$ cat src/hdl/ulep_defs.vh
`ifndef ULEP_DEFS_VH
`define ULEP_DEFS_VH
// ---------------------------------------------------------------
// register byte addresses on the apb word map
// ---------------------------------------------------------------
`define ULEP_ADDR_IRQ0 12'h000
`define ULEP_ADDR_IRQ1 12'h004
`define ULEP_ADDR_CFG0 12'h008
`define ULEP_ADDR_CFG1 12'h00c
`define ULEP_ADDR_CFG2 12'h010
`define ULEP_ADDR_STAT 12'h014
// ---------------------------------------------------------------
// interrupt status 0 fields
// ---------------------------------------------------------------
`define ULEP_I0_TXF 7
`define ULEP_I0_RXF 6
`define ULEP_I0_SUSP 4
`define ULEP_I0_TXIE 3
`define ULEP_I0_RXIE 2
`define ULEP_I0_TXCLR 1
`define ULEP_I0_RXCLR 0
// ---------------------------------------------------------------
// interrupt status 1 fields
// ---------------------------------------------------------------
`define ULEP_I1_TXF 7
`define ULEP_I1_END_OF_PACKET_FLAG 6
`define ULEP_I1_WKF 5
`define ULEP_I1_WKCLR 4
`define ULEP_I1_TXIE 3
`define ULEP_I1_END_OF_PACKET_IRQ_ENABLE 2
`define ULEP_I1_TXCLR 1
`define ULEP_I1_EOPCLR 0
// ---------------------------------------------------------------
// config 0 and 1 fields (length is bits 3..0)
// ---------------------------------------------------------------
`define ULEP_C0_TOG 7
`define ULEP_C0_STALL 6
`define ULEP_C0_TXARM 5
`define ULEP_C0_RXARM 4
`define ULEP_C1_TOG 7
`define ULEP_C1_TGT 6
`define ULEP_C1_TXARM 5
`define ULEP_C1_WAKE 4
// ---------------------------------------------------------------
// config 2 fields
// ---------------------------------------------------------------
`define ULEP_C2_IBOCLR 6
`define ULEP_C2_IBOF 5
`define ULEP_C2_EP2EN 3
`define ULEP_C2_EP1EN 2
`define ULEP_C2_EP2STALL 1
`define ULEP_C2_EP1STALL 0
// ---------------------------------------------------------------
// token and handshake codes
// ---------------------------------------------------------------
`define ULEP_TOK_IN 2'h0
`define ULEP_TOK_OUT 2'h1
`define ULEP_TOK_SETUP 2'h2
`define ULEP_HS_NONE 2'h0
`define ULEP_HS_DATA 2'h1
`define ULEP_HS_NAK 2'h2
`define ULEP_HS_STALL 2'h3
// ---------------------------------------------------------------
// timing
// ---------------------------------------------------------------
`define ULEP_WAKE_MIN_MS 10
`define ULEP_WAKE_MAX_MS 15
`define ULEP_IDLE_SUSP_MS 3
`endif

$ cat src/hdl/ulep_endpoint_ctrl.v
// Notes on behaviour
// - ep0 tx flag with enable raises interrupt
// - ep0 rx flag with enable raises interrupt
// - writing one clears ep0 tx/rx flags
// - ep1/2 flag set after acked transmit
// - end-of-packet flag set on detected eop
// - wake flag set on activity while suspended
// - write one clears wake, eop, ep12 flags
// - ep12 flag with enable raises interrupt
// - eop flag with enable raises interrupt
// - ep0 toggle picks data pid, software only
// - ep0 stall answers in/out; setup clears
// - ep0 in nak when unarmed or flagged
// - ep0 out nak when unarmed or flagged
// - four-bit ep0 transmit length, reset zero
// - ep12 toggle picks data pid, software only
// - buffer target selects ep2 or ep1
// - ep1/2 in nak when unarmed or flagged
// - wake drive forces k, no wake flag
// - four-bit ep12 transmit length, reset zero
// - rx flag set while tx set marks order
// - writing one clears in-before-out flag
// - suspend bit drives usb_clk_stop, module clock keeps running
// - all sources share one interrupt line
// - wake flag interrupts without enable
`timescale 1ns/1ns
`include "ulep_defs.vh"
module ulep_endpoint_ctrl
(
  input wire pclk,
  input wire presetn,
  input wire pclk_en,
  // apb slave
  input wire psel,
  input wire penable,
  input wire pwrite,
  input wire [11:0] paddr,
  input wire [31:0] pwdata,
  output reg [31:0] prdata,
  output reg pready,
  output reg pslverr,
  // token side from the serial engine
  input wire tok_valid,
  input wire [1:0] tok_pid,
  input wire [1:0] tok_ep,
  input wire rx_data_ok,
  input wire rx_data_pid1,
  input wire [3:0] rx_count,
  input wire tx_acked,
  input wire eop_seen,
  input wire bus_activity,
  // answers to the serial engine
  output reg [1:0] hs_code,
  output reg hs_valid,
  output reg hs_data_pid1,
  output reg [3:0] hs_length,
  output reg hs_from_shared,
  output reg drive_k,
  output reg usb_clk_stop,
  output reg irq
);
  // ---------------------------------------------------------------
  // state
  // ---------------------------------------------------------------
  reg ep0_tx_done_flag_q;
  reg ep0_rx_done_flag_q;
  reg ep0_tx_irq_enable_q;
  reg ep0_rx_irq_enable_q;
  reg low_power_request_q;
  reg ep12_tx_done_flag_q;
  reg end_of_packet_flag_q;
  reg wakeup_seen_flag_q;
  reg ep12_tx_irq_enable_q;
  reg end_of_packet_irq_enable_q;
  reg ep0_tx_toggle_q;
  reg ep0_force_stall_q;
  reg ep0_tx_arm_q;
  reg ep0_rx_arm_q;
  reg [3:0] ep0_tx_length_q;
  reg ep12_tx_toggle_q;
  reg shared_buffer_target_q;
  reg ep12_tx_arm_q;
  reg remote_wakeup_drive_q;
  reg [3:0] ep12_tx_length_q;
  reg in_before_out_flag_q;
  reg ep1_active_q;
  reg ep2_active_q;
  reg ep1_force_stall_q;
  reg ep2_force_stall_q;
  reg rx_pid1_q;
  reg setup_seen_q;
  reg [3:0] rx_count_q;
  // pending transaction: 0 none, 1 ep0 in, 2 ep0 out/setup, 3 ep12 in
  reg [1:0] pend_q;

  // ---------------------------------------------------------------
  // bus decode
  // ---------------------------------------------------------------
  wire wr_acc = psel & penable & pwrite;
  wire rd_acc = psel & penable & ~pwrite;

  // one function decodes an address hit, used for every register
  function hit;
    input [11:0] a;
    input [11:0] r;
    begin
      hit = (a == r);
    end
  endfunction

  wire known = hit(paddr, `ULEP_ADDR_IRQ0) | hit(paddr, `ULEP_ADDR_IRQ1) |
               hit(paddr, `ULEP_ADDR_CFG0) | hit(paddr, `ULEP_ADDR_CFG1) |
               hit(paddr, `ULEP_ADDR_CFG2) | hit(paddr, `ULEP_ADDR_STAT);
  wire w0 = wr_acc & hit(paddr, `ULEP_ADDR_IRQ0);
  wire w1 = wr_acc & hit(paddr, `ULEP_ADDR_IRQ1);
  wire wc0 = wr_acc & hit(paddr, `ULEP_ADDR_CFG0);
  wire wc1 = wr_acc & hit(paddr, `ULEP_ADDR_CFG1);
  wire wc2 = wr_acc & hit(paddr, `ULEP_ADDR_CFG2);

  // ---------------------------------------------------------------
  // token classification
  // ---------------------------------------------------------------
  wire is_in = tok_valid & (tok_pid == `ULEP_TOK_IN);
  wire is_out = tok_valid & (tok_pid == `ULEP_TOK_OUT);
  wire is_setup = tok_valid & (tok_pid == `ULEP_TOK_SETUP);
  wire ep0 = (tok_ep == 2'h0);
  wire ep1 = (tok_ep == 2'h1);
  wire ep2 = (tok_ep == 2'h2);
  // a set flag or clear arm blocks the transfer
  wire ep0_in_blk = ~ep0_tx_arm_q | ep0_tx_done_flag_q;
  wire ep0_out_blk = ~ep0_rx_arm_q | ep0_rx_done_flag_q;
  wire ep12_blk = ~ep12_tx_arm_q | ep12_tx_done_flag_q;
  // shared buffer must point at the polled endpoint
  wire tgt_bad = ep2 ? ~shared_buffer_target_q : shared_buffer_target_q;
  wire ep_stall = ep1 ? ep1_force_stall_q : ep2_force_stall_q;
  wire ep_act = ep1 ? ep1_active_q : ep2_active_q;

  // ---------------------------------------------------------------
  // handshake decision, stall before nak before data
  // ---------------------------------------------------------------
  reg [1:0] hs_d;
  reg [1:0] pend_d;
  always @*
  begin
    hs_d = `ULEP_HS_NONE;
    pend_d = 2'h0;
    if (is_setup & ep0)
    begin
      // setup is never stalled or refused
      hs_d = `ULEP_HS_DATA;
      pend_d = 2'h2;
    end
    else if ((is_in | is_out) & ep0)
    begin
      if (ep0_force_stall_q)
        hs_d = `ULEP_HS_STALL;
      else if (is_in ? ep0_in_blk : ep0_out_blk)
        hs_d = `ULEP_HS_NAK;
      else
      begin
        hs_d = `ULEP_HS_DATA;
        pend_d = is_in ? 2'h1 : 2'h2;
      end
    end
    else if ((is_in | is_out) & (ep1 | ep2))
    begin
      if (!ep_act)
        hs_d = `ULEP_HS_NONE; // disabled endpoint stays silent
      else if (ep_stall)
        hs_d = `ULEP_HS_STALL;
      else if (is_out | ep12_blk | tgt_bad)
        hs_d = `ULEP_HS_NAK;
      else
      begin
        hs_d = `ULEP_HS_DATA;
        pend_d = 2'h3;
      end
    end
  end

  // ---------------------------------------------------------------
  // flag events
  // ---------------------------------------------------------------
  wire ev_tx0 = tx_acked & (pend_q == 2'h1); // ep0 in acked
  wire ev_rx0 = rx_data_ok & (pend_q == 2'h2); // ep0 data acked
  wire ev_tx12 = tx_acked & (pend_q == 2'h3);
  // wake drive itself must not set the wake flag
  wire ev_wk = bus_activity & low_power_request_q & ~remote_wakeup_drive_q;

  // ---------------------------------------------------------------
  // registers: set wins over clear on every flag
  // ---------------------------------------------------------------
  always @(posedge pclk or negedge presetn)
  begin
    if (!presetn)
    begin
      ep0_tx_done_flag_q <= 1'b0;
      ep0_rx_done_flag_q <= 1'b0;
      ep0_tx_irq_enable_q <= 1'b0;
      ep0_rx_irq_enable_q <= 1'b0;
      low_power_request_q <= 1'b0;
      ep12_tx_done_flag_q <= 1'b0;
      end_of_packet_flag_q <= 1'b0;
      wakeup_seen_flag_q <= 1'b0;
      ep12_tx_irq_enable_q <= 1'b0;
      end_of_packet_irq_enable_q <= 1'b0;
      ep0_tx_toggle_q <= 1'b0;
      ep0_force_stall_q <= 1'b0;
      ep0_tx_arm_q <= 1'b0;
      ep0_rx_arm_q <= 1'b0;
      ep0_tx_length_q <= 4'h0;
      ep12_tx_toggle_q <= 1'b0;
      shared_buffer_target_q <= 1'b0;
      ep12_tx_arm_q <= 1'b0;
      remote_wakeup_drive_q <= 1'b0;
      ep12_tx_length_q <= 4'h0;
      in_before_out_flag_q <= 1'b0;
      ep1_active_q <= 1'b0;
      ep2_active_q <= 1'b0;
      ep1_force_stall_q <= 1'b0;
      ep2_force_stall_q <= 1'b0;
      rx_pid1_q <= 1'b0;
      setup_seen_q <= 1'b0;
      rx_count_q <= 4'h0;
      pend_q <= 2'h0;
    end
    else if (pclk_en)
    begin
      // interrupt status 0: enables and suspend request
      if (w0)
      begin
        ep0_tx_irq_enable_q <= pwdata[`ULEP_I0_TXIE];
        ep0_rx_irq_enable_q <= pwdata[`ULEP_I0_RXIE];
        low_power_request_q <= pwdata[`ULEP_I0_SUSP];
      end
      // ep0 tx flag
      if (ev_tx0)
        ep0_tx_done_flag_q <= 1'b1;
      else if (w0 & pwdata[`ULEP_I0_TXCLR])
        ep0_tx_done_flag_q <= 1'b0;
      // ep0 rx flag
      if (ev_rx0)
        ep0_rx_done_flag_q <= 1'b1;
      else if (w0 & pwdata[`ULEP_I0_RXCLR])
        ep0_rx_done_flag_q <= 1'b0;
      // interrupt status 1 enables
      if (w1)
      begin
        ep12_tx_irq_enable_q <= pwdata[`ULEP_I1_TXIE];
        end_of_packet_irq_enable_q <= pwdata[`ULEP_I1_END_OF_PACKET_IRQ_ENABLE];
      end
      if (ev_tx12)
        ep12_tx_done_flag_q <= 1'b1;
      else if (w1 & pwdata[`ULEP_I1_TXCLR])
        ep12_tx_done_flag_q <= 1'b0;
      if (eop_seen)
        end_of_packet_flag_q <= 1'b1;
      else if (w1 & pwdata[`ULEP_I1_EOPCLR])
        end_of_packet_flag_q <= 1'b0;
      if (ev_wk)
        wakeup_seen_flag_q <= 1'b1;
      else if (w1 & pwdata[`ULEP_I1_WKCLR])
        wakeup_seen_flag_q <= 1'b0;
      // control endpoint config
      if (wc0)
      begin
        ep0_tx_toggle_q <= pwdata[`ULEP_C0_TOG];
        ep0_tx_arm_q <= pwdata[`ULEP_C0_TXARM];
        ep0_rx_arm_q <= pwdata[`ULEP_C0_RXARM];
        ep0_tx_length_q <= pwdata[3:0];
      end
      // setup clears stall and wins over a same-cycle write
      if (is_setup & ep0)
        ep0_force_stall_q <= 1'b0;
      else if (wc0)
        ep0_force_stall_q <= pwdata[`ULEP_C0_STALL];
      // interrupt endpoint config
      if (wc1)
      begin
        ep12_tx_toggle_q <= pwdata[`ULEP_C1_TOG];
        shared_buffer_target_q <= pwdata[`ULEP_C1_TGT];
        ep12_tx_arm_q <= pwdata[`ULEP_C1_TXARM];
        remote_wakeup_drive_q <= pwdata[`ULEP_C1_WAKE];
        ep12_tx_length_q <= pwdata[3:0];
      end
      // endpoint enable and order register
      if (wc2)
      begin
        ep2_active_q <= pwdata[`ULEP_C2_EP2EN];
        ep1_active_q <= pwdata[`ULEP_C2_EP1EN];
        ep2_force_stall_q <= pwdata[`ULEP_C2_EP2STALL];
        ep1_force_stall_q <= pwdata[`ULEP_C2_EP1STALL];
      end
      if (ev_rx0 & ep0_tx_done_flag_q)
        in_before_out_flag_q <= 1'b1;
      else if (wc2 & pwdata[`ULEP_C2_IBOCLR])
        in_before_out_flag_q <= 1'b0;
      // receive status capture
      if (ev_rx0)
      begin
        rx_pid1_q <= rx_data_pid1;
        rx_count_q <= rx_count;
      end
      if (tok_valid & ep0)
        setup_seen_q <= is_setup;
      // track the open transaction
      if (tok_valid)
        pend_q <= pend_d;
      else if (tx_acked | rx_data_ok)
        pend_q <= 2'h0;
    end
  end

  // ---------------------------------------------------------------
  // outputs, all registered
  // ---------------------------------------------------------------
  wire irq_d = (ep0_tx_done_flag_q & ep0_tx_irq_enable_q) |
               (ep0_rx_done_flag_q & ep0_rx_irq_enable_q) |
               (ep12_tx_done_flag_q & ep12_tx_irq_enable_q) |
               (end_of_packet_flag_q & end_of_packet_irq_enable_q) |
               wakeup_seen_flag_q;
  always @(posedge pclk or negedge presetn)
  begin
    if (!presetn)
    begin
      hs_code <= `ULEP_HS_NONE;
      hs_valid <= 1'b0;
      hs_data_pid1 <= 1'b0;
      hs_length <= 4'h0;
      hs_from_shared <= 1'b0;
      drive_k <= 1'b0;
      usb_clk_stop <= 1'b0;
      irq <= 1'b0;
    end
    else if (pclk_en)
    begin
      hs_valid <= tok_valid;
      hs_code <= hs_d;
      hs_from_shared <= (pend_d == 2'h3);
      // data pid and length from the ep0 or ep12 toggle and length
      hs_data_pid1 <= ep0 ? ep0_tx_toggle_q : ep12_tx_toggle_q;
      hs_length <= ep0 ? ep0_tx_length_q : ep12_tx_length_q;
      drive_k <= remote_wakeup_drive_q;
      usb_clk_stop <= low_power_request_q;
      irq <= irq_d;
    end
  end

  // ---------------------------------------------------------------
  // apb read data and ready, one wait-free cycle
  // ---------------------------------------------------------------
  reg [7:0] rd_d;
  always @*
  begin
    rd_d = 8'h00;
    if (hit(paddr, `ULEP_ADDR_IRQ0))
      rd_d = {ep0_tx_done_flag_q, ep0_rx_done_flag_q, 1'b0,
              low_power_request_q, ep0_tx_irq_enable_q,
              ep0_rx_irq_enable_q, 2'b00};
    else if (hit(paddr, `ULEP_ADDR_IRQ1))
      rd_d = {ep12_tx_done_flag_q, end_of_packet_flag_q,
              wakeup_seen_flag_q, 1'b0, ep12_tx_irq_enable_q,
              end_of_packet_irq_enable_q, 2'b00};
    else if (hit(paddr, `ULEP_ADDR_CFG0))
      rd_d = {ep0_tx_toggle_q, ep0_force_stall_q, ep0_tx_arm_q,
              ep0_rx_arm_q, ep0_tx_length_q};
    else if (hit(paddr, `ULEP_ADDR_CFG1))
      rd_d = {ep12_tx_toggle_q, shared_buffer_target_q, ep12_tx_arm_q,
              remote_wakeup_drive_q, ep12_tx_length_q};
    else if (hit(paddr, `ULEP_ADDR_CFG2))
      rd_d = {2'b00, in_before_out_flag_q, 1'b0, ep2_active_q,
              ep1_active_q, ep2_force_stall_q, ep1_force_stall_q};
    else if (hit(paddr, `ULEP_ADDR_STAT))
      rd_d = {rx_pid1_q, setup_seen_q, 2'b00, rx_count_q};
  end

  always @(posedge pclk or negedge presetn)
  begin
    if (!presetn)
    begin
      prdata <= 32'h0000_0000;
      pready <= 1'b0;
      pslverr <= 1'b0;
    end
    else if (pclk_en)
    begin
      // ready answers in the cycle after setup, then drops
      pready <= psel & ~penable;
      pslverr <= psel & ~penable & ~known;
      if (psel & ~penable & ~pwrite)
        prdata <= {24'h000000, rd_d};
    end
  end
endmodule

$ cat config.mk
export PLATFORM = sky130hd
export DESIGN_NAME = ulep_endpoint_ctrl
export DESIGN_NICKNAME = d
export VERILOG_FILES = /design/src/hdl/ulep_endpoint_ctrl.v
export VERILOG_INCLUDE_DIRS = /design/src /design/src/hdl
export SDC_FILE = /design/constraint.sdc
export NUM_CORES = 1
export LEC_CHECK = 0
export BUFFER_PORTS_ARGS = -buffer_cell sky130_fd_sc_hd__buf_2
export CAP_MARGIN = 25
export CORE_ASPECT_RATIO = 1.75
export CORE_MARGIN = 2
export CORE_UTILIZATION = 48
export CTS_BUF_LIST = sky130_fd_sc_hd__clkbuf_4 sky130_fd_sc_hd__clkbuf_8
export DETAILED_ROUTE_END_ITERATION = 8
export GPL_TIMING_DRIVEN = 1
export PLACE_DENSITY = 0.79
export SLEW_MARGIN = 20
export SYNTH_ARGS = -nofsm -noshare
export SYNTH_HDL_FRONTEND = slang
export SYNTH_SLANG_ARGS = --single-unit
$ cat constraint.sdc
create_clock -name pclk -period 4.3 [get_ports pclk]
set_input_delay 0.86 -clock pclk [delete_from_list [all_inputs] [get_ports pclk]]
set_output_delay 0.86 -clock pclk [all_outputs]
set_load 0.05 [all_outputs]
; ---- After elaboration in Yosys (flattened, before gate mapping)
; Index checks and enable logic that the tools add are counted.
; Widths: inputs -> output; s select.
[word_totals]
regBits = 61
latchBits = 0
ram_bits = 0
rom_bits = 0
output_inout_bits = 46
word_cells = 183
n_memories = 0
[classes]
n_addsub = 0
n_mul = 0
div_mod_pow = 0
n_lt_le_gt_ge = 0
eq_ne = 13
shift = 0
muxes = 45
bitwise = 58
n_reduce_logical = 27
[op_table]
columns = operator, n
row1 = $mux 8, 6
row2 = $mux 2, 19
row3 = $and 1x1->1, 33
row4 = $reduce_and 2->1, 16
row5 = $eq 12x4->1 const B, 2
row6 = $eq 12x5->1 const B, 2
row7 = $mux 1, 19
row8 = $or 1x1->1, 17
row9 = $reduce_bool 2->1, 8
row10 = $eq 12x3->1 const B, 1
row11 = $logic_not 12->1, 1
row12 = $eq 2x2->1 const B, 5
row13 = $not 1->1, 8
row14 = $eq 2x1->1 const B, 3
row15 = $logic_not 2->1, 2
row16 = $mux 4, 1

; ---- Depth between registers and ports, before layout
; Gate-level depths: netlist of the first run.
[logic_depth]
depth_word = 11
ltp_mapped = 7

; ---- Worst setup path after synthesis of the first run
; No wires, ideal clock.
[synth_timing]
kind = input -> register
start = input paddr[9]
end = register ep12_tx_arm_q
setup_time_ps = 125
arrival_time_ps = 2136
required_ps = 4175
path_slack_ps = 2039
cell_stages = 6
path_cell_list = nor4_4 -> and4_4 -> buf_6 -> and3_4 -> buf_12 -> mux2_4
[synth_via]
elab_chain_cells = 3
[synth_rtl]
columns = element, line
row1 = from (decl), ulep_endpoint_ctrl.v:37  ; input wire [11:0] paddr,
row2 = $eq 12x4->1, ulep_endpoint_ctrl.v:107  ; hit = (a == r);
row3 = $and 1x1->1, ulep_endpoint_ctrl.v:117  ; wire wc1 = wr_acc & hit(paddr, `ULEP_ADDR_CFG1);
row4 = $reduce_and 2->1 (no source line), -
row5 = to (signal assigned), ulep_endpoint_ctrl.v:282  ; ep12_tx_arm_q <= pwdata[`ULEP_C1_TXARM];
row6 = to (decl), ulep_endpoint_ctrl.v:82  ; reg ep12_tx_arm_q;
; No other way between the ends.
; A chain may end at the register's enable or synchronous reset.

; ---- Worst setup path after layout of the first run
[layout_timing]
start = input pclk_en
end = register ep0_tx_length_q[0]
[layout_via]
elab_chain_cells = 1
[layout_rtl]
columns = element, line
row1 = from (decl), ulep_endpoint_ctrl.v:32  ; input wire pclk_en,
row2 = $reduce_and 2->1 (no source line), -
row3 = to (signal assigned), ulep_endpoint_ctrl.v:270  ; ep0_tx_length_q <= pwdata[3:0];
row4 = to (decl), ulep_endpoint_ctrl.v:79  ; reg [3:0] ep0_tx_length_q;
; No other way between the ends.

==> out/results.ini, run 1 <==
[run_status]
status=completed

[clock_tree]
cts_buffers=9
insertion_delay_ns=0.34
postCtsResizedCells=0
cts_setup_buffers=0
clkTransAtPathRegs_ns=0.06
h-tree-depth=3
cts_tree=built
hold_buffers=0
clock-sinks=61
clk_path_buf_depth=2
root_buffer=clkbuf_8

[critical_path]
setup.worst_path.end_class=register
worstSetupEndpoint=ep0_tx_length_q[0]
rr_endpoint=hs_code[1]
crit_arrival_ns=2.64
path_class=in -> reg
crit_path_cell_trace=buf_2, and4_4, nand4_1, nor2_2, mux2_2
r2r-start=ep1_force_stall_q
r2r.worst_path.cells=4
required_ns=4.53
cp-startpoint=pclk_en
cp_slowest_cell=nor2_2
rrSetupSlack_ns=2.70
cp-start-kind=input port
slowest_delay_ns=0.45
cp_max_fo=28

[sta]
setup_tns_ns=0
worst-slew-pin-transition_ns=0.723
fin_worst_skew_ns=0.00303
max_slew_margin_pct=51.7
finalSetupViolCount=0
rsz0062_at_grt=no
drv_slew=0
period_share_pct=56.0
hold_viol_final=0
layout_min_cycle_time_ns=2.41
fmax_ghz=0.415
holdWs_ns=0.483

[floorplanning]
start_util_pct=49.2
die_w_microns=67.4
io_pins=110
num_rows=40
core_sq_um=6860
fp.dieH_microns=115
die-area_sq_um=7740

[global_routing]
grt_remaining_overflow=0
grtUsageMet3_pct=5.68
grtUsageTotal_pct=24.4
grt.busiest_layer=met2
antenna_found_initial=0
grt_pass1_wl_microns=13600
grt_max_degree=36
gr-usage-met1_pct=26.6
first_global_vias=2685
grt.met2_usage_pct=41.3

[routing]
firstDrtPassIters=6
vias_per_cell=5.95
drc_errors=0
drt_wl_total_microns=8730
wl_per_cell_microns=19.0
drtIter0Drc=216
ant_nets=0
via_count=2733

[pwr]
power_frac_comb_pct=15.8
swShare_pct=29.4
peakVddDrop_uv=188
p_switching_mw=0.380
p_per_area_nw_per_um2=341
p_clk_share_pct=37.0
p_int_mw=0.913
pwr-share-seq_pct=47.2
finalPower_mw=1.29
power.leakage_nw=1.84

[synthesis]
ys_types=56
synth-edff-count=0
yosys_warnings=0
async_flop_share_pct=100
yosys.area.top_type=dfrtp_1
ys_seq_elements=61
synth_area_leaders=dfrtp_1 (45%), mux2_2 (8.3%), buf_4 (5.6%)
synth_area_sq_um=3370
synthCells=313
ys_seq_area_share_pct=45.3
synth_top_area_share_pct=45.3
syn_avg_cell_area_sq_um=10.8
synthFlopType=dfrtp_1

[placement]
finalWeightedCongestion=0.939
io_buffers=61
detailed_place_hpwl_microns=6580

[worst_hold_path]
hold_path.class=reg -> reg

[final_layout]
syn_to_final_growth_pct=12.5
drive_above_1_share_pct=32.3
antennaDiodeCount=0
final_cell_mix=dfrtp_1 (61), buf_2 (61), mux2_2 (25)
finalNetCount=439

[flow_run]
maxCapViolCount=0

-- synth_stat cells (all sizes together) (2+ instances only) --
cell type	number
o2bb2ai	5
clkbuf	6
and3	4
dfrtp	61
mux2i	11
or4b	2
a2bb2oi	2
nand2b	6
inv	11
o211ai	3
nor3	8
and4	2
a21oi	11
nand4	3
a21bo	2
a31oi	4
a32o	7
buf	31
mux2	33
a222oi	3
nand3	14
nand3b	2
or3	2
nand2	19
ha	3
o21ai	16
nor2	15
a22oi	2
nor2b	8
-- logic make-up (layout without fill, tap and decap cells) --
group,after synthesis,in the layout,share of synthesized area [%]
AOI/OAI and AO/OA,64,64,13.4
other,1,24,0.111
adders and majority gates,3,3,1.11
and+or+nand+nor,91,91,15.6
muxes,44,44,15.2
buffers and inverters,48,87,9.13
xor gates and xnor gates,1,1,0.260
DFF,61,61,45.3
-- per-layer routing --
metal | share of wire (%) | vias up
li1 | - | 1208
met1 | 35 | 1312
met2 | 52 | 174
met3 | 6.6 | 39
met4 | 5.8 | 0
met5 | 0 | -
-- worst min path at each step --
| stage | from | to | cells after the start |
|---|---|---|---|
| detailed placement | hs_code[1] | hs_code[1] | 1 |
| global route | hs_code[1] | hs_code[1] | 1 |
| CTS | hs_code[1] | hs_code[1] | 1 |
| floorplan | pend_q[1] | ep0_tx_done_flag_q | 1 |
| finish | hs_from_shared | hs_from_shared | 1 |
| global placement | hs_from_shared | hs_from_shared | 1 |
-- state kept, by name, summed over array words and instances (netlist names), 2 cells and up --
| register | cells |
|---|---|
| pend_q | 2 |
| hs_code | 2 |
| ep12_tx_length_q | 4 |
| ep0_tx_length_q | 4 |
| rx_count_q | 4 |
| prdata | 8 |
| hs_length | 4 |
-- worst max-delay path: cells and delay by family --
kind / cells / cell delay (ns)
AND/OR/NAND/NOR: 3 / 0.97
buffers and inverters: 1 / 0.40
multiplexers: 1 / 0.40
-- cell type report --
type	instances	area, sq um
clock buffers	13	179
clock inverters	1	5.00
fillers	606	3060
inverters	11	41.3
multi-input cells	227	1620
flip-flops and latches	61	1530
well taps	84	105
repair buffers	62	313
-- power by group through the flow --
stage	combinational (mW)	sequential, mW	clock, mW
floorplan	0.126	0.648	0
global placement	0.199	0.620	0
detailed placement	0.203	0.621	0
CTS	0.204	0.610	0.491
global route	0.217	0.612	0.517
finish	0.204	0.610	0.479
-- per-stage QoR --
step	utilization [%]	std cells	setup slack (ns)	instance area, sq um
after floorplan	-	336	2.04	3460
after global placement	52.6	445	1.60	3610
after detailed placement	52.6	445	1.56	3610
after CTS	55.3	459	1.94	3790
after global routing	55.3	459	1.84	3790
final	55.3	459	1.89	3790
(Power assumes the default switching activity.)
==> run 2, diff against run 1 <==
--- a/config.mk
+++ b/config.mk
@@ -14,7 +14,7 @@
 export CTS_BUF_LIST = sky130_fd_sc_hd__clkbuf_4 sky130_fd_sc_hd__clkbuf_8
 export DETAILED_ROUTE_END_ITERATION = 8
 export GPL_TIMING_DRIVEN = 1
-export PLACE_DENSITY = 0.79
+export PLACE_DENSITY = 0.82
 export SLEW_MARGIN = 20
 export SYNTH_ARGS = -nofsm -noshare
 export SYNTH_HDL_FRONTEND = slang
==> constraint.sdc (replaced) <==
create_clock -name pclk -period 2.1 [get_ports pclk]
set_input_delay 0.42 -clock pclk [delete_from_list [all_inputs] [get_ports pclk]]
set_output_delay 0.42 -clock pclk [all_outputs]
set_load 0.05 [all_outputs]
==> run 2 against run 1 <==
Compared with the run above:
- sequential cell count is the same
- utilization grew 2.2 points
- first-iteration DRC count grew 24%
- clock-buffer cell count grew 3
- highest routed layer unchanged
- final cell count grew 3.9%
- combinational power grew 110%
- clock skew grew 0.0019 ns
==> out/results.ini, run 2 (synthesis gave the netlist of run 1 again) <==
[pwr]
p_int_mw=1.94  ; +110%
swShare_pct=28.5  ; -0.83 points
pwr-share-seq_pct=46.1  ; -1.1 points
p_clk_share_pct=38.0  ; +1.0 points
peakVddDrop_uv=441  ; +130%
power_frac_comb_pct=16.0  ; +0.2 points
power.leakage_nw=1.93  ; +5.1%
p_per_area_nw_per_um2=688  ; +100%
p_switching_mw=0.775  ; +100%

[floorplanning]
die_w_microns=67.4  ; unchanged
die-area_sq_um=7740  ; unchanged
fp.dieH_microns=115  ; unchanged
start_util_pct=49.2  ; unchanged
num_rows=40  ; unchanged
core_sq_um=6860  ; unchanged
io_pins=110  ; unchanged

[global_routing]
antenna_found_initial=0  ; unchanged
grtUsageTotal_pct=24.5  ; +0.13 points
first_global_vias=2663  ; -0.82%
grt_max_degree=62  ; +72%
grt_pass1_wl_microns=13600  ; -0.15%
grt_remaining_overflow=0  ; unchanged

[sta]
worst_slack_ns=0.478  ; -1.41 ns
layout_min_cycle_time_ns=1.62
fmax_ghz=0.616
worst-slew-pin-transition_ns=0.533  ; -0.190 ns
drv_slew=0  ; unchanged
max_slew_margin_pct=64.3  ; +13 points
holdWs_ns=0.0731  ; -0.410 ns
rsz0062_at_grt=no
setup_tns_ns=0  ; unchanged
period_share_pct=77.3
hold_viol_final=0  ; unchanged
finalSetupViolCount=0  ; unchanged
fin_worst_skew_ns=0.00496  ; +0.00192 ns

[final_layout]
largest_reg_flops=8  ; unchanged
syn_to_final_growth_pct=17.0
fin_util_pct=57.5  ; +2.2 points
finalNetCount=455  ; +3.6%
drive_above_1_share_pct=35.4  ; +3.1 points
antennaDiodeCount=0  ; unchanged
final_cell_mix=dfrtp_1 (61), buf_2 (61), mux2_2 (25)
regMostFlops=prdata
stdcell_area_sq_um=3940  ; +4.0%

[clock_tree]
h-tree-depth=3  ; unchanged
hold_buffers=0  ; unchanged
clk_path_buf_depth=2  ; unchanged
insertion_delay_ns=0.35  ; about the same
postCtsResizedCells=0  ; unchanged
cts_setup_buffers=0  ; unchanged
cts_buffers=9  ; unchanged
cts_tree=built
root_buffer=clkbuf_8
clock-sinks=61  ; unchanged
clkTransAtPathRegs_ns=0.06  ; about the same

[critical_path]
path_class=in -> reg
rr_endpoint=pend_q[1]
required_ns=2.33  ; -2.20 ns
crit_arrival_ns=1.85  ; -0.79 ns
cp_max_fo=5  ; -82%
cp-start-kind=input port
rrSetupSlack_ns=0.56  ; -2.14 ns
setup.worst_path.end_class=register
r2r-start=ep0_force_stall_q
r2r.worst_path.cells=4  ; unchanged

[flow_run]
maxCapViolCount=0  ; unchanged

[worst_hold_path]
hold_path.class=in -> async

[placement]
io_buffers=61  ; unchanged
finalWeightedCongestion=0.951  ; +1.2%
detailed_place_hpwl_microns=6690  ; +1.6%
preCtsSetupSlack_ns=0.128  ; -1.44 ns
dpl-instance-area_sq_um=3740  ; +3.7%

[routing]
drc_errors=0  ; unchanged
vias_per_cell=5.85  ; -1.8%
drtIter0Drc=268  ; +24%
firstDrtPassIters=5  ; -1
wl_per_cell_microns=18.6  ; -2.1%
ant_nets=0  ; unchanged
via_count=2789  ; +2.0%
drt_wl_total_microns=8880  ; +1.7%

[run_status]
status=completed

## run 2: cell types whose count changed in the layout (fill, tap and decap cells not counted)
cell,delta
buf_12,+1
buf_4,+15
clkbuf_4,+3
clkinv_2,-1
## run 2: area by class of cell
cell class | count | area, sq um
Fill cell | 604 | 2910
Clock buffer | 16 | 201
Inverter | 11 | 41.3
Sequential cell | 61 | 1530
Tap cell | 84 | 105
Multi-Input combinational cell | 227 | 1620
Timing Repair Buffer | 78 | 445
## run 2: worst max-delay path by stage
stage / from / to / slack [ns] / depth (start not counted)
after CTS: tok_ep[1] / hs_code[1] / 0.48 / 7
after global routing: tok_ep[1] / hs_code[1] / 0.45 / 7
after global placement: tok_ep[1] / hs_code[1] / 0.13 / 7
after detailed placement: tok_ep[1] / hs_code[1] / 0.13 / 7
after floorplan: paddr[9] / ep12_tx_arm_q / 0.28 / 6
final: paddr[9] / ep0_tx_length_q[0] / 0.48 / 6
## run 2: routing by layer
| layer | vias up | track usage [%] | share of wire [%] |
|---|---|---|---|
| met3 | 36 | 5.58 | 7.8 |
| met2 | 193 | 41.0 | 52 |
| met1 | 1318 | 27.1 | 35 |
| met5 | - | 0 | 0 |
| li1 | 1242 | - | - |
| met4 | 0 | 16.3 | 5.7 |
## run 2: worst max-delay path: stages
cell and delay, ns:
buf_2 0.11, nor4_4 0.37, nand4_1 0.22, nor2_2 0.20, buf_4 0.19, mux2_2 0.34
## run 2: power by group through the flow
stage / clock network (mW) / registers [mW] / logic [mW]
3_3_place_gp: 0 / 1.27 / 0.424
3_5_place_dp: 0 / 1.27 / 0.431
2_1_floorplan: 0 / 1.33 / 0.258
4_1_cts: 1.04 / 1.25 / 0.432
6_report: 1.03 / 1.25 / 0.434
5_1_grt: 1.09 / 1.25 / 0.463
## run 2: metrics by stage
stage               power, mW  std cells
CTS                      2.73        477
detailed placement       1.70        461
global placement         1.69        461
floorplan                1.59        336
finish                   2.71        477
global route             2.81        477
==> run 3, diff against run 2 <==
--- a/config.mk
+++ b/config.mk
@@ -6,6 +6,7 @@
 export SDC_FILE = /design/constraint.sdc
 export NUM_CORES = 1
 export LEC_CHECK = 0
+export ABC_AREA = 1
 export BUFFER_PORTS_ARGS = -buffer_cell sky130_fd_sc_hd__buf_2
 export CAP_MARGIN = 25
 export CORE_ASPECT_RATIO = 1.75
==> constraint.sdc (replaced) <==
create_clock -name pclk -period 1.45 [get_ports pclk]
set_input_delay 0.29 -clock pclk [delete_from_list [all_inputs] [get_ports pclk]]
set_output_delay 0.29 -clock pclk [all_outputs]
set_load 0.05 [all_outputs]
==> run 3 against run 2 <==
Compared with the run above:
- final area grew 8.2%
- critical path depth rose by 1
- via count grew 17%
- final cell count grew 34%
- critical path type is now reg -> reg
- sequential cell count stayed put
- die area is 2.0% higher
==> out/results.ini, run 3 <==
[global_routing]
first_global_vias=3270  ; +23%
antenna_found_initial=0  ; unchanged
grt_remaining_overflow=0  ; unchanged
grt_max_degree=62  ; unchanged
grtUsageMet3_pct=4.66  ; -0.92 points
grt.met2_usage_pct=44.3  ; +3.3 points
grt_pass1_wl_microns=14900  ; +9.7%
gr-usage-met1_pct=27.9  ; +0.78 points
grtUsageTotal_pct=26.1  ; +1.5 points
grt.busiest_layer=met2

[sta]
period_share_pct=91.8
fmax_ghz=0.751
hold_viol_final=0  ; unchanged
finalSetupViolCount=0  ; unchanged
worst_slack_ns=0.118  ; -0.359 ns
fin_worst_skew_ns=0.00857  ; +0.00362 ns
rsz0062_at_grt=no
drv_slew=0  ; unchanged
layout_min_cycle_time_ns=1.33
holdWs_ns=0.169  ; +0.0958 ns

[synthesis]
ys_seq_area_share_pct=44.3  ; -0.92 points
ys_seq_elements=61  ; unchanged
synthCells=445  ; +42%
ys_types=33  ; -41%
yosys_warnings=0  ; unchanged
synthFlopType=dfrtp_1
synth_commonest_cells=nand2_1 (127), dfrtp_1 (61), inv_1 (47)
synth-edff-count=0  ; unchanged
syn_avg_cell_area_sq_um=7.73  ; -28%
yosys.area.top_type=dfrtp_1
synth_most_common_cell=nand2_1
synth_area_sq_um=3440  ; +2.1%
synth_top_area_share_pct=44.3  ; -0.92 points
async_flop_share_pct=100  ; unchanged
synth_area_leaders=dfrtp_1 (44%), nand2_1 (14%), o21ai_0 (5.7%)

[final_layout]
final_common_cell=nand2_1
stdcell_count=638  ; +34%
syn_to_final_growth_pct=23.9
final_cell_mix=nand2_1 (127), dfrtp_1 (61), buf_2 (61)
finalNetCount=616  ; +35%
drive_above_1_share_pct=27.1  ; -8.3 points
antennaDiodeCount=0  ; unchanged
regMostFlops=prdata
stdcell_area_sq_um=4270  ; +8.2%
largest_reg_flops=8  ; unchanged

[floorplanning]
die_w_microns=68.0  ; +0.97%
io_pins=110  ; unchanged
fp.dieH_microns=116  ; +1.0%
die-area_sq_um=7890  ; +2.0%
start_util_pct=49.8  ; +0.66 points
core_sq_um=6910  ; +0.73%
num_rows=40  ; unchanged

[placement]
dpl-instance-area_sq_um=4040  ; +7.8%
dp.cells=621  ; +35%
finalWeightedCongestion=0.985  ; +3.7%
detailed_place_hpwl_microns=7260  ; +8.5%
preCtsSetupSlack_ns=-0.127  ; -0.255 ns
io_buffers=61  ; unchanged

[worst_hold_path]
hold_path.class=in -> reg

[pwr]
power.leakage_nw=2.43  ; +26%
swShare_pct=28.9  ; +0.37 points
pwr-share-seq_pct=45.0  ; -1.1 points
p_per_area_nw_per_um2=945  ; +37%
p_int_mw=2.87  ; +48%
finalPower_mw=4.03  ; +49%
peakVddDrop_uv=593  ; +35%
p_switching_mw=1.17  ; +51%
power_frac_comb_pct=15.2  ; -0.8 points
p_clk_share_pct=39.8  ; +1.8 points

[routing]
drc_errors=0  ; unchanged
via_count=3273  ; +17%
wl_per_cell_microns=14.4  ; -22%
firstDrtPassIters=5  ; unchanged
vias_per_cell=5.13  ; -12%
ant_nets=0  ; unchanged
drt_wl_total_microns=9210  ; +3.7%
drtIter0Drc=237  ; -12%

[critical_path]
cp-start-kind=register
crit_arrival_ns=1.62  ; -0.23 ns
required_ns=1.74  ; -0.59 ns
setup.worst_path.end_class=register
path_class=reg -> reg
cp_max_fo=4  ; -1

[flow_run]
maxCapViolCount=0  ; unchanged

[clock_tree]
clkTransAtPathRegs_ns=0.07  ; about the same
clk_path_buf_depth=2  ; unchanged
cts_setup_buffers=0  ; unchanged
cts_tree=built
clock-sinks=61  ; unchanged
insertion_delay_ns=0.35  ; about the same
h-tree-depth=3  ; unchanged
root_buffer=clkbuf_8
cts_buffers=9  ; unchanged

[run_status]
status=completed

-- run 3: cell types whose count changed after synthesis, moves of 15 or more --
cell,delta
nand2_1,+108
o21ai_0,+24
mux2_2,-25
inv_1,+36
nor2_1,+29
nand3_1,+15
-- run 3: power by group through the flow --
| stage | combinational [mW] | sequential, mW | clock [mW] |
|---|---|---|---|
| after floorplan | 0.361 | 1.92 | 0 |
| after global placement | 0.597 | 1.84 | 0 |
| after detailed placement | 0.608 | 1.84 | 0 |
| after CTS | 0.613 | 1.81 | 1.63 |
| after global routing | 0.663 | 1.82 | 1.69 |
| final | 0.612 | 1.81 | 1.61 |
-- run 3: final timing paths --
| kind | startpoint | endpoint | slack [ns] | depth (start not counted) |
|---|---|---|---|---|
| worst max-delay path | ep12_tx_done_flag_q | pend_q[1] | 0.12 | 7 |
| worst min-delay path | eop_seen | end_of_packet_flag_q | 0.17 | 3 |
| worst max register to register | ep12_tx_done_flag_q | pend_q[1] | 0.12 | 7 |
| worst min register to register | hs_valid | hs_valid | 0.47 | 2 |
| max in group asynchronous | presetn | ep12_tx_irq_enable_q | 0.71 | 3 |
| min in group asynchronous | presetn | ep1_force_stall_q | 0.46 | 3 |
-- run 3: final cells by class --
class	count	area (sq um)
Timing Repair Buffer	101	646
Sequential cell	61	1530
Inverter	52	198
Clock buffer	13	166
Fill cell	602	2640
Multi-Input combinational cell	324	1580
Tap cell	84	105
Clock inverter	3	43.8
-- run 3: cells by family after synthesis --
family / after synthesis / share of synthesized area (%)
other: 1 / 0.109
AO/OA/AOI/OAI: 67 / 10.7
buffers and inverters: 83 / 12.5
AND/OR/NAND/NOR: 226 / 29.5
multiplexers: 4 / 1.74
adder cells (fa/ha/maj): 3 / 1.09
flip-flops: 61 / 44.3
-- run 3: critical path, cell delays in order (launching register included) --
cell,delay [ns]
dfrtp_1,0.44
nor2_1,0.15
nand4_1,0.18
nor2_2,0.15
nand2_1,0.12
o21ai_1,0.10
nand2_1,0.06
nand2_1,0.06
-- run 3: routing by layer --
| metal | vias up | routed length (microns) | share of wire [%] |
|---|---|---|---|
| met4 | 0 | 569 | 6.2 |
| met1 | 1507 | 3250 | 35 |
| met5 | - | 0 | 0 |
| li1 | 1580 | - | - |
| met3 | 43 | 516 | 5.6 |
| met2 | 143 | 4870 | 53 |
-- run 3: what timing repair did --
action                                 CTS  global route
hold buffers                             1             0
gates resized for setup                  0             6
endpoints found under the hold margin   61             0
setup endpoints to repair                0             3
-- run 3: per-stage QoR --
stage	utilization (%)	TNS, ns
finish	61.8	0
global route	61.8	0
CTS	61.6	0
detailed placement	58.4	-3.31
global placement	58.4	-2.32
floorplan	-	0
